File: src/pkg/ir_rx_pkg.sv
// Purpose: shared types and constants of the infrared receive capture block
// Assumes: 32-bit Avalon-MM register bus, byte addresses, one word per reg
// Notes:   all offsets, reset values and limits are named here only

package ir_rx_pkg;

  // ----------------------------------------------------------------------
  // Register map
  // ----------------------------------------------------------------------
  localparam logic [4:0] OFS_CTRL = 5'h00;
  localparam logic [4:0] OFS_CARRIER = 5'h04;
  localparam logic [4:0] OFS_VALUE = 5'h08;
  localparam logic [4:0] OFS_MODTIME = 5'h0C;
  localparam logic [4:0] OFS_DATA = 5'h10;
  localparam logic [4:0] OFS_STATUS = 5'h14;
  localparam logic [4:0] OFS_MASK = 5'h18;

  // ----------------------------------------------------------------------
  // Values and limits
  // ----------------------------------------------------------------------
  localparam logic [15:0] COUNT_ZERO = 16'h0000;
  localparam logic [15:0] COUNT_MAX = 16'hFFFF;
  localparam logic [15:0] MODTIME_SEED = 16'h0001;
  localparam logic [15:0] CARRIER_RST = 16'h0000;
  localparam logic [1:0] GAP_LIMIT = 2'h2;
  localparam logic [31:0] READ_ZERO = 32'h0000_0000;

  // Edge select codes
  localparam logic [1:0] SEL_FALL = 2'h0;
  localparam logic [1:0] SEL_RISE = 2'h1;

  // ----------------------------------------------------------------------
  // Types
  // ----------------------------------------------------------------------
  typedef enum logic [1:0] {
    RX_IDLE = 2'b00,
    RX_ARMED = 2'b01,
    RX_RUN = 2'b11
  } rx_state_t;

  // Control word, bit 0 upward: enable, direction, edge select, clock
  // source, reload, burst mode, interrupt enable, divider
  typedef struct packed {
    logic [1:0] infrared_clock_divider;
    logic infrared_interrupt_enable;
    logic burst_count_mode;
    logic counter_reload_on_edge;
    logic count_clock_source;
    logic [1:0] rx_edge_select;
    logic ir_direction_select;
    logic ir_timer_enable;
  } ctrl_t;

  typedef struct packed {
    logic counter_overflow_flag;
    logic capture_interrupt_flag;
  } status_t;

  localparam ctrl_t CTRL_RST = '0;

  typedef struct packed {
    rx_state_t st;
    ctrl_t ctrl;
    logic [15:0] carrier_register;
    logic [15:0] value_counter;
    logic [15:0] modulation_time_register;
    logic pin_level_bit;
    status_t status;
    status_t mask;
    logic pin_prev;
    logic burst_prev;
    logic [2:0] div_cnt;
    logic [8:0] car_cnt;
    logic [1:0] gap;
    logic waitrequest;
    logic [31:0] readdata;
    logic irq;
  } state_t;

endpackage : ir_rx_pkg

File: src/rtl/ir_receive_capture.sv
// Purpose: infrared receive capture timer with carrier burst-count mode
// Assumes: receive pin synchronous to i_sys_clk; Avalon-MM slave port
// Notes:   every answer takes one wait cycle; flags clear by writing one
//
// Functional notes
// - Receive mode runs while direction is 0 and enable is 1.
// - Two-bit edge select picks which pin transitions are captures.
// - Value counter starts from zero at the first qualified event.
// - Counter steps per carrier cycle, or per infrared clock tick.
// - Each qualified event stores pin level: 0 falling, 1 rising.
// - Standard mode copies the value counter into modulation time.
// - Reload set clears the counter on events, else it runs on.
// - Counter wrap from FFFF on a cycle with no qualified event sets overflow flag and may interrupt.
// - Receive stops when direction goes to transmit or enable clears.
// - Standard mode sets the capture flag on every capture.
// - Burst mode stops counter capture and capture flag meaning.
// - Burst mode makes modulation time count qualified edges.
// - Burst mode flags a space after two edgeless carrier cycles.
// - Entering burst mode seeds modulation time with one.
// - Clock source and reload still apply in burst mode.
// - Infrared clock is system clock divided by two to the divider.
// - Carrier cycle lasts high plus low byte plus two ticks.
// - Interrupt reaches the processor only while interrupt enable bit is set.
//
// Our own choices: the Avalon-MM slave port and the placing of the registers.

`timescale 1ns/1ns

module ir_receive_capture
  import ir_rx_pkg::*;
(
  input wire logic i_sys_clk, // System clock, 50 MHz
  input wire logic i_rst_b, // Asynchronous reset, active low
  input wire logic [4:0] i_address, // Byte address
  input wire logic i_read, // Read request
  input wire logic i_write, // Write request
  input wire logic [31:0] i_writedata, // Write data
  input wire logic [3:0] i_byteenable, // Byte lanes of a write
  output logic [31:0] o_readdata, // Read data, valid with wait low
  output logic o_waitrequest, // Low for the answering cycle
  input wire logic i_infrared_receive_pin, // Detector output
  output logic o_irq // Level interrupt
);

  // ----------------------------------------------------------------------
  // State and derived timing
  // ----------------------------------------------------------------------
  state_t s_q;
  state_t s_d;
  logic [2:0] div_mask;
  logic ir_tick;
  logic [8:0] car_last;
  logic car_end;
  logic cnt_en;
  logic rx_on;
  logic rise;
  logic fall;
  logic qual;
  logic [31:0] be_mask;

  // Divider mask is all ones below the divider power
  assign div_mask = 3'((4'h1 << s_q.ctrl.infrared_clock_divider) - 4'h1);
  assign ir_tick = (s_q.div_cnt & div_mask) == div_mask;
  // Last tick index of a carrier cycle: two extra ticks over the bytes
  assign car_last = {1'b0, s_q.carrier_register[15:8]}
                  + {1'b0, s_q.carrier_register[7:0]} + 9'h001;
  assign car_end = ir_tick && (s_q.car_cnt == car_last);
  // Counter clock: carrier cycle or raw infrared tick
  assign cnt_en = s_q.ctrl.count_clock_source ? ir_tick : car_end;
  assign rx_on = s_q.ctrl.ir_timer_enable
              && !s_q.ctrl.ir_direction_select;
  assign rise = i_infrared_receive_pin && !s_q.pin_prev;
  assign fall = !i_infrared_receive_pin && s_q.pin_prev;
  assign be_mask = {{8{i_byteenable[3]}}, {8{i_byteenable[2]}},
                    {8{i_byteenable[1]}}, {8{i_byteenable[0]}}};

  // Edge qualification; codes 2 and 3 both take either edge
  always_comb begin
    if (s_q.ctrl.rx_edge_select == SEL_FALL) begin
      qual = fall;
    end else if (s_q.ctrl.rx_edge_select == SEL_RISE) begin
      qual = rise;
    end else begin
      qual = rise || fall;
    end
  end

  // ----------------------------------------------------------------------
  // Next state
  // ----------------------------------------------------------------------
  // Bus side is handled first so that a hardware set in the same cycle
  // overrides a software clear of the same flag.
  always_comb begin
    s_d = s_q;
    s_d.pin_prev = i_infrared_receive_pin;
    s_d.burst_prev = s_q.ctrl.burst_count_mode;
    s_d.div_cnt = s_q.div_cnt + 3'h1;

    // Bus slave: one wait cycle, writes commit when wait is low
    if ((i_read || i_write) && s_q.waitrequest) begin
      s_d.waitrequest = 1'b0;
      if (!i_read) begin
        s_d.readdata = READ_ZERO;
      end else if (i_address == OFS_CTRL) begin
        s_d.readdata = 32'(s_q.ctrl);
      end else if (i_address == OFS_CARRIER) begin
        s_d.readdata = 32'(s_q.carrier_register);
      end else if (i_address == OFS_VALUE) begin
        s_d.readdata = 32'(s_q.value_counter);
      end else if (i_address == OFS_MODTIME) begin
        s_d.readdata = 32'(s_q.modulation_time_register);
      end else if (i_address == OFS_DATA) begin
        s_d.readdata = 32'(s_q.pin_level_bit);
      end else if (i_address == OFS_STATUS) begin
        s_d.readdata = 32'(s_q.status);
      end else if (i_address == OFS_MASK) begin
        s_d.readdata = 32'(s_q.mask);
      end else begin
        s_d.readdata = READ_ZERO; // Unmapped reads as zero
      end
    end else begin
      s_d.waitrequest = 1'b1;
      if (i_write && !s_q.waitrequest) begin
        if (i_address == OFS_CTRL) begin
          s_d.ctrl = ctrl_t'(10'((32'(s_q.ctrl) & ~be_mask)
                    | (i_writedata & be_mask)));
        end else if (i_address == OFS_CARRIER) begin
          s_d.carrier_register = 16'(
            (32'(s_q.carrier_register) & ~be_mask)
            | (i_writedata & be_mask));
        end else if (i_address == OFS_STATUS) begin
          // Write one to clear, held until then
          s_d.status = s_q.status
                     & ~status_t'(2'(i_writedata & be_mask));
        end else if (i_address == OFS_MASK) begin
          s_d.mask = status_t'(2'(i_writedata & be_mask));
        end
      end
    end

    // Carrier cycle timer, restarted whenever receive is off
    if (!rx_on) begin
      s_d.car_cnt = 9'h000;
    end else if (ir_tick) begin
      s_d.car_cnt = car_end ? 9'h000 : s_q.car_cnt + 9'h001;
    end

    // Receive sequencer
    case (s_q.st)
      RX_IDLE: begin
        s_d.value_counter = COUNT_ZERO;
        if (rx_on) begin
          s_d.st = RX_ARMED;
        end
      end
      RX_ARMED: begin
        if (!rx_on) begin
          s_d.st = RX_IDLE;
        end else if (qual) begin
          s_d.st = RX_RUN;
          s_d.value_counter = COUNT_ZERO;
          s_d.pin_level_bit = rise;
          s_d.gap = 2'h0;
        end
      end
      RX_RUN: begin
        if (!rx_on) begin
          s_d.st = RX_IDLE;
        end else if (qual) begin
          s_d.pin_level_bit = rise;
          s_d.gap = 2'h0;
          if (s_q.ctrl.burst_count_mode) begin
            s_d.modulation_time_register =
              s_q.modulation_time_register + 16'h0001;
          end else begin
            s_d.modulation_time_register = s_q.value_counter;
            s_d.status.capture_interrupt_flag = 1'b1;
          end
          if (s_q.ctrl.counter_reload_on_edge) begin
            s_d.value_counter = COUNT_ZERO;
          end else if (cnt_en) begin
            s_d.value_counter = s_q.value_counter + 16'h0001;
          end
        end else begin
          if (cnt_en) begin
            if (s_q.value_counter == COUNT_MAX) begin
              s_d.status.counter_overflow_flag = 1'b1;
            end
            s_d.value_counter = s_q.value_counter + 16'h0001;
          end
          // Space detect counts carrier cycles, flags once per space
          if (s_q.ctrl.burst_count_mode && car_end
              && s_q.gap != GAP_LIMIT) begin
            s_d.gap = s_q.gap + 2'h1;
            if (s_q.gap + 2'h1 == GAP_LIMIT) begin
              s_d.status.capture_interrupt_flag = 1'b1;
            end
          end
        end
      end
      default: begin
        s_d.st = RX_IDLE;
      end
    endcase

    // Entering burst mode seeds the edge count
    if (s_q.ctrl.burst_count_mode && !s_q.burst_prev) begin
      s_d.modulation_time_register = MODTIME_SEED;
    end

    // Interrupt level from next status so it tracks the flags exactly
    s_d.irq = s_d.ctrl.infrared_interrupt_enable
            && |(s_d.status & s_d.mask);
  end

  // ----------------------------------------------------------------------
  // State register
  // ----------------------------------------------------------------------
  always_ff @(posedge i_sys_clk or negedge i_rst_b) begin
    if (!i_rst_b) begin
      s_q <= '{st: RX_IDLE, ctrl: CTRL_RST, carrier_register: CARRIER_RST,
               value_counter: COUNT_ZERO,
               modulation_time_register: COUNT_ZERO,
               waitrequest: 1'b1, readdata: READ_ZERO, default: '0};
    end else begin
      s_q <= s_d;
    end
  end

  assign o_readdata = s_q.readdata;
  assign o_waitrequest = s_q.waitrequest;
  assign o_irq = s_q.irq;
endmodule : ir_receive_capture

File: config.mk
export PLATFORM = sky130hd
export DESIGN_NAME = ir_receive_capture
export DESIGN_NICKNAME = d
export VERILOG_FILES = /design/src/pkg/ir_rx_pkg.sv /design/src/rtl/ir_receive_capture.sv
export SDC_FILE = /design/constraint.sdc
export NUM_CORES = 1
export LEC_CHECK = 0
export BUFFER_PORTS_ARGS = -buffer_cell sky130_fd_sc_hd__buf_4
export CAP_MARGIN = 25
export CELL_PAD_IN_SITES_DETAIL_PLACEMENT = 1
export CELL_PAD_IN_SITES_GLOBAL_PLACEMENT = 1
export CORE_ASPECT_RATIO = 1.5
export CORE_MARGIN = 2
export CORE_UTILIZATION = 48
export CTS_CLUSTER_SIZE = 28
export DETAILED_ROUTE_END_ITERATION = 10
export HOLD_SLACK_MARGIN = 0.06
export PLACE_DENSITY = 0.89
export SLEW_MARGIN = 10
export SYNTH_ARGS = -nofsm -noshare
export SYNTH_HDL_FRONTEND = slang
export SYNTH_SLANG_ARGS = --single-unit
File: constraint.sdc
create_clock -name i_sys_clk -period 6.2 [get_ports i_sys_clk]
set_clock_uncertainty 0.2 [all_clocks]
set_input_delay 0 -clock i_sys_clk [delete_from_list [all_inputs] [get_ports i_sys_clk]]
set_output_delay 0 -clock i_sys_clk [all_outputs]
set_load 0.05 [all_outputs]
==> load_flow_metrics.sql <==
INSERT INTO impl_metrics (metric_group, metric, value, unit) VALUES
('status', 'outcome', 'completed', ''),
('cells_and_area', 'fin_nets', '725', ''),
('global_route', 'overall_routing_resource_usage', '33.9', '%'),
('sta', 'report.final.hold_viol_count', '0', ''),
('power', 'cellLeakagePower', '2.99', 'nW'),
('route', 'finalWirelength', '21700', 'µm'),
('power', 'p_per_area', '229', 'mW/mm²'),
('route', 'routed_wire_length_per_instance', '26.5', 'µm'),
('logic_synthesis', 'synth-seq-cells', '99', ''),
('cts', 'clockBufferDepth', '2', ''),
('die', 'floorplan.rows', '49', ''),
('route', 'drc_markers', '0', ''),
('sta', 'finalSetupTns', '0', 'ps'),
('cts', 'htree_num_levels', '3', ''),
('sta', 'maximum_clock_frequency', '245', 'MHz'),
('worst_setup_path', 'critPathCaptureType', 'register', ''),
('power', 'design_power_total', '1.53', 'mW'),
('hold_path', 'worstHoldEndpoint', 'o_readdata[0]', ''),
('cells_and_area', 'final-seq-area', '0.00248', 'mm²'),
('logic_synthesis', 'async_flop_share', '100', '%'),
('sta', 'rsz_0062_raised_after_global_routing', 'false', ''),
('cts', 'clock_pin_slew_worst_setup_and_hold_paths', '80', 'ps'),
('route', 'drtAntennaViolNets', '0', ''),
('global_route', 'grt-ovfl-total', '0', ''),
('flow_run', 'max_cap_violations', '0', ''),
('logic_synthesis', 'post_synth_mux_area_share', '6.69', '%'),
('logic_synthesis', 'yosysWarnings', '0', ''),
('logic_synthesis', 'synthFlopType', 'sky130_fd_sc_hd__dfrtp_1', ''),
('sta', 'setup_violations', '0', ''),
('worst_setup_path', 'worst_path_most_repeated_cell', 'sky130_fd_sc_hd__inv_1', ''),
('die', 'num_io_pins', '80', ''),
('logic_synthesis', 'syn-cell-area', '0.00582', 'mm²'),
('route', 'avgViaCountPerCell', '6.77', ''),
('cts', 'cts_inserted_buffers', '9', ''),
('logic_synthesis', 'yosysSeqAreaShare', '42.6', '%'),
('cells_and_area', 'num-fill-cells', '1336', ''),
('cells_and_area', 'postLayoutCellArea', '0.00669', 'mm²'),
('logic_synthesis', 'synth.avg_cell_area', '9.42', 'µm²'),
('sta', 'drv_slew', '0', ''),
('logic_synthesis', 'yosys.area.top_type_share', '42.1', '%'),
('place', 'dp.final_hpwl', '13900', 'µm'),
('cts', 'tritoncts', 'done', ''),
('worst_setup_path', 'worstPathCellList', 'inv_1, ha_1, inv_1, fa_1, a21o_1, a311o_1, a221oi_2, o2111ai_1, o31a_1, or4_1, a21oi_1', ''),
('cells_and_area', 'multiInputGateArea', '0.00295', 'mm²'),
('worst_setup_path', 'regToRegSetupSlack', '2110', 'ps'),
('worst_setup_path', 'critical_path_data_required_time', '6270', 'ps'),
('global_route', 'grt_first_pass_wirelength', '33500', 'µm'),
('cts', 'clock-sinks', '99', ''),
('cells_and_area', 'synthToLayoutAreaGrowth', '14.9', '%'),
('sta', 'period_share', '65.9', '%'),
('sta', 'final_hold_slack', '64.7', 'ps'),
('logic_synthesis', 'postSynthCellCount', '618', ''),
('worst_setup_path', 'timing.critical_path.slowest_cell_delay', '610', 'ps'),
('worst_setup_path', 'cp_max_fo', '25', ''),
('die', 'core_area', '0.0119', 'mm²'),
('global_route', 'antenna_found_initial', '0', ''),
('worst_setup_path', 'cp_data_arrival_time', '4160', 'ps'),
('logic_synthesis', 'synth-compound-area-share', '21.8', '%'),
('logic_synthesis', 'count_of_cell_types_in_the_netlist', '57', ''),
('sta', 'min_period', '4090', 'ps'),
('cells_and_area', 'layout-drive-gt1-share', '16.6', '%'),
('worst_setup_path', 'reg_to_reg_end', 's_q[81]', ''),
('place', 'portBuffers', '45', ''),
('global_route', 'first_global_vias', '5829', ''),
('global_route', 'largest_net_degree_at_the_start_of_global_routing', '64', ''),
('logic_synthesis', 'synth_largest_area_cell', 'sky130_fd_sc_hd__dfrtp_1', ''),
('place', 'postPlaceCellArea', '0.00609', 'mm²'),
('hold_path', 'type_of_the_tightest_min_delay_check', 'in2reg', ''),
('power', 'worst_ir_drop_vdd', '0.117', 'mV'),
('route', 'first_iter_violations', '409', ''),
('die', 'starting_density_of_the_core', '48.9', '%');
worst max-delay path by stage:
| stage | from | to | slack, ps | cells after the start |
|---|---|---|---|---|
| after global routing | register | s_q[81] | 1910 | 11 |
| after floorplan | register | s_q[83] | 2800 | 12 |
| after detailed placement | register | s_q[86] | 2190 | 11 |
| after CTS | register | s_q[86] | 2180 | 11 |
| after global placement | register | s_q[86] | 2410 | 11 |
| final | register | s_q[81] | 2110 | 11 |
cells in the mapped netlist (2+ instances only):
cell,n
sky130_fd_sc_hd__nand4_1,6
sky130_fd_sc_hd__clkbuf_1,28
sky130_fd_sc_hd__nor3_1,4
sky130_fd_sc_hd__nand2_1,55
sky130_fd_sc_hd__buf_4,32
sky130_fd_sc_hd__or2_2,5
sky130_fd_sc_hd__or4_1,9
sky130_fd_sc_hd__mux2_2,31
sky130_fd_sc_hd__o31ai_1,14
sky130_fd_sc_hd__buf_1,2
sky130_fd_sc_hd__mux2i_1,4
sky130_fd_sc_hd__o211ai_1,5
sky130_fd_sc_hd__xnor2_1,7
sky130_fd_sc_hd__nor4_1,2
sky130_fd_sc_hd__o21ai_0,46
sky130_fd_sc_hd__a211oi_1,6
sky130_fd_sc_hd__o32ai_1,3
sky130_fd_sc_hd__xor2_1,6
sky130_fd_sc_hd__a221oi_1,10
sky130_fd_sc_hd__ha_1,16
sky130_fd_sc_hd__inv_1,23
sky130_fd_sc_hd__or3_1,6
sky130_fd_sc_hd__a31oi_1,3
sky130_fd_sc_hd__a22oi_1,11
sky130_fd_sc_hd__nor2b_1,8
sky130_fd_sc_hd__o21a_1,4
sky130_fd_sc_hd__a21oi_1,44
sky130_fd_sc_hd__nor3b_1,7
sky130_fd_sc_hd__and3_1,17
sky130_fd_sc_hd__nor2_1,21
sky130_fd_sc_hd__o22ai_1,7
sky130_fd_sc_hd__dfrtp_1,98
sky130_fd_sc_hd__a311o_1,2
sky130_fd_sc_hd__a22o_1,14
sky130_fd_sc_hd__nand2b_1,4
sky130_fd_sc_hd__o311ai_0,5
sky130_fd_sc_hd__nand3_1,29
sky130_fd_sc_hd__a21o_1,5
repair_timing:
action                                  in CTS  in global routing
resized for setup                            0                  0
hold buffers                                28                  0
setup buffers                                0                  0
endpoints found under the setup margin       0                  0
endpoints found under the hold margin       85                  0
worst register-to-register path: cells and delay by family (launching register included):
| family | cells | cell delay, ps |
|---|---|---|
| AO/OA/AOI/OAI | 6 | 1940 |
| adder cells (fa/ha/maj) | 2 | 690 |
| AND/OR/NAND/NOR | 1 | 620 |
| flip-flops | 1 | 390 |
| buffers and inverters | 2 | 170 |
final cells by class:
class	instances	share of cell area, %
multi-input combinational	448	44.1
sequential	99	37.1
timing repair buffer	81	10.3
clock buffer	9	3.37
tap	153	2.86
inverter	23	1.29
clock inverter	7	1.03
layer usage:
| layer | routed length (µm) | up-vias | GRT usage (%) |
|---|---|---|---|
| li1 | - | 2325 | - |
| met5 | 0 | - | 0 |
| met2 | 11300 | 295 | 57.9 |
| met1 | 7460 | 2818 | 37.4 |
| met4 | 1810 | 0 | 24.5 |
| met3 | 1210 | 111 | 5.43 |
cell usage in the layout (no fill, tap or decap), types with 14 or more instances in the layout:
| cell type | synthesis | layout |
|---|---|---|
| sky130_fd_sc_hd__a21oi_1 | 44 | 44 |
| sky130_fd_sc_hd__a22o_1 | 14 | 14 |
| sky130_fd_sc_hd__and3_1 | 17 | 17 |
| sky130_fd_sc_hd__buf_4 | 32 | 52 |
| sky130_fd_sc_hd__conb_1 | 1 | 16 |
| sky130_fd_sc_hd__dfrtp_1 | 98 | 98 |
| sky130_fd_sc_hd__dlygate4sd3_1 | 0 | 27 |
| sky130_fd_sc_hd__ha_1 | 16 | 16 |
| sky130_fd_sc_hd__inv_1 | 23 | 23 |
| sky130_fd_sc_hd__mux2_2 | 31 | 31 |
| sky130_fd_sc_hd__nand2_1 | 55 | 55 |
| sky130_fd_sc_hd__nand3_1 | 29 | 29 |
| sky130_fd_sc_hd__nor2_1 | 21 | 21 |
| sky130_fd_sc_hd__o21ai_0 | 46 | 46 |
| sky130_fd_sc_hd__o31ai_1 | 14 | 14 |
power breakdown:
part / internal [mW] / switching, mW
registers: 0.669 / 0.0337
clock network: 0.312 / 0.270
logic: 0.0820 / 0.165
through the flow:
stage | util, % | setup slack (ps)
2_1_floorplan | - | 2800
3_3_place_gp | 51.2 | 2410
3_5_place_dp | 51.2 | 2190
4_1_cts | 56.2 | 2180
5_1_grt | 56.2 | 1910
6_report | 56.2 | 2110
cells by family (layout without fill, tap and decap cells):
kind of cell             after synthesis  in the layout
AO/OA/AOI/OAI                        191            191
other                                  1             16
flip-flops                            99             99
adder cells (fa/ha/maj)               17             17
AND/OR/NAND/NOR                      176            176
buffers and inverters                 86            120
XOR/XNOR                              13             13
multiplexers                          35             35
Power figures use the tool's default switching activity.
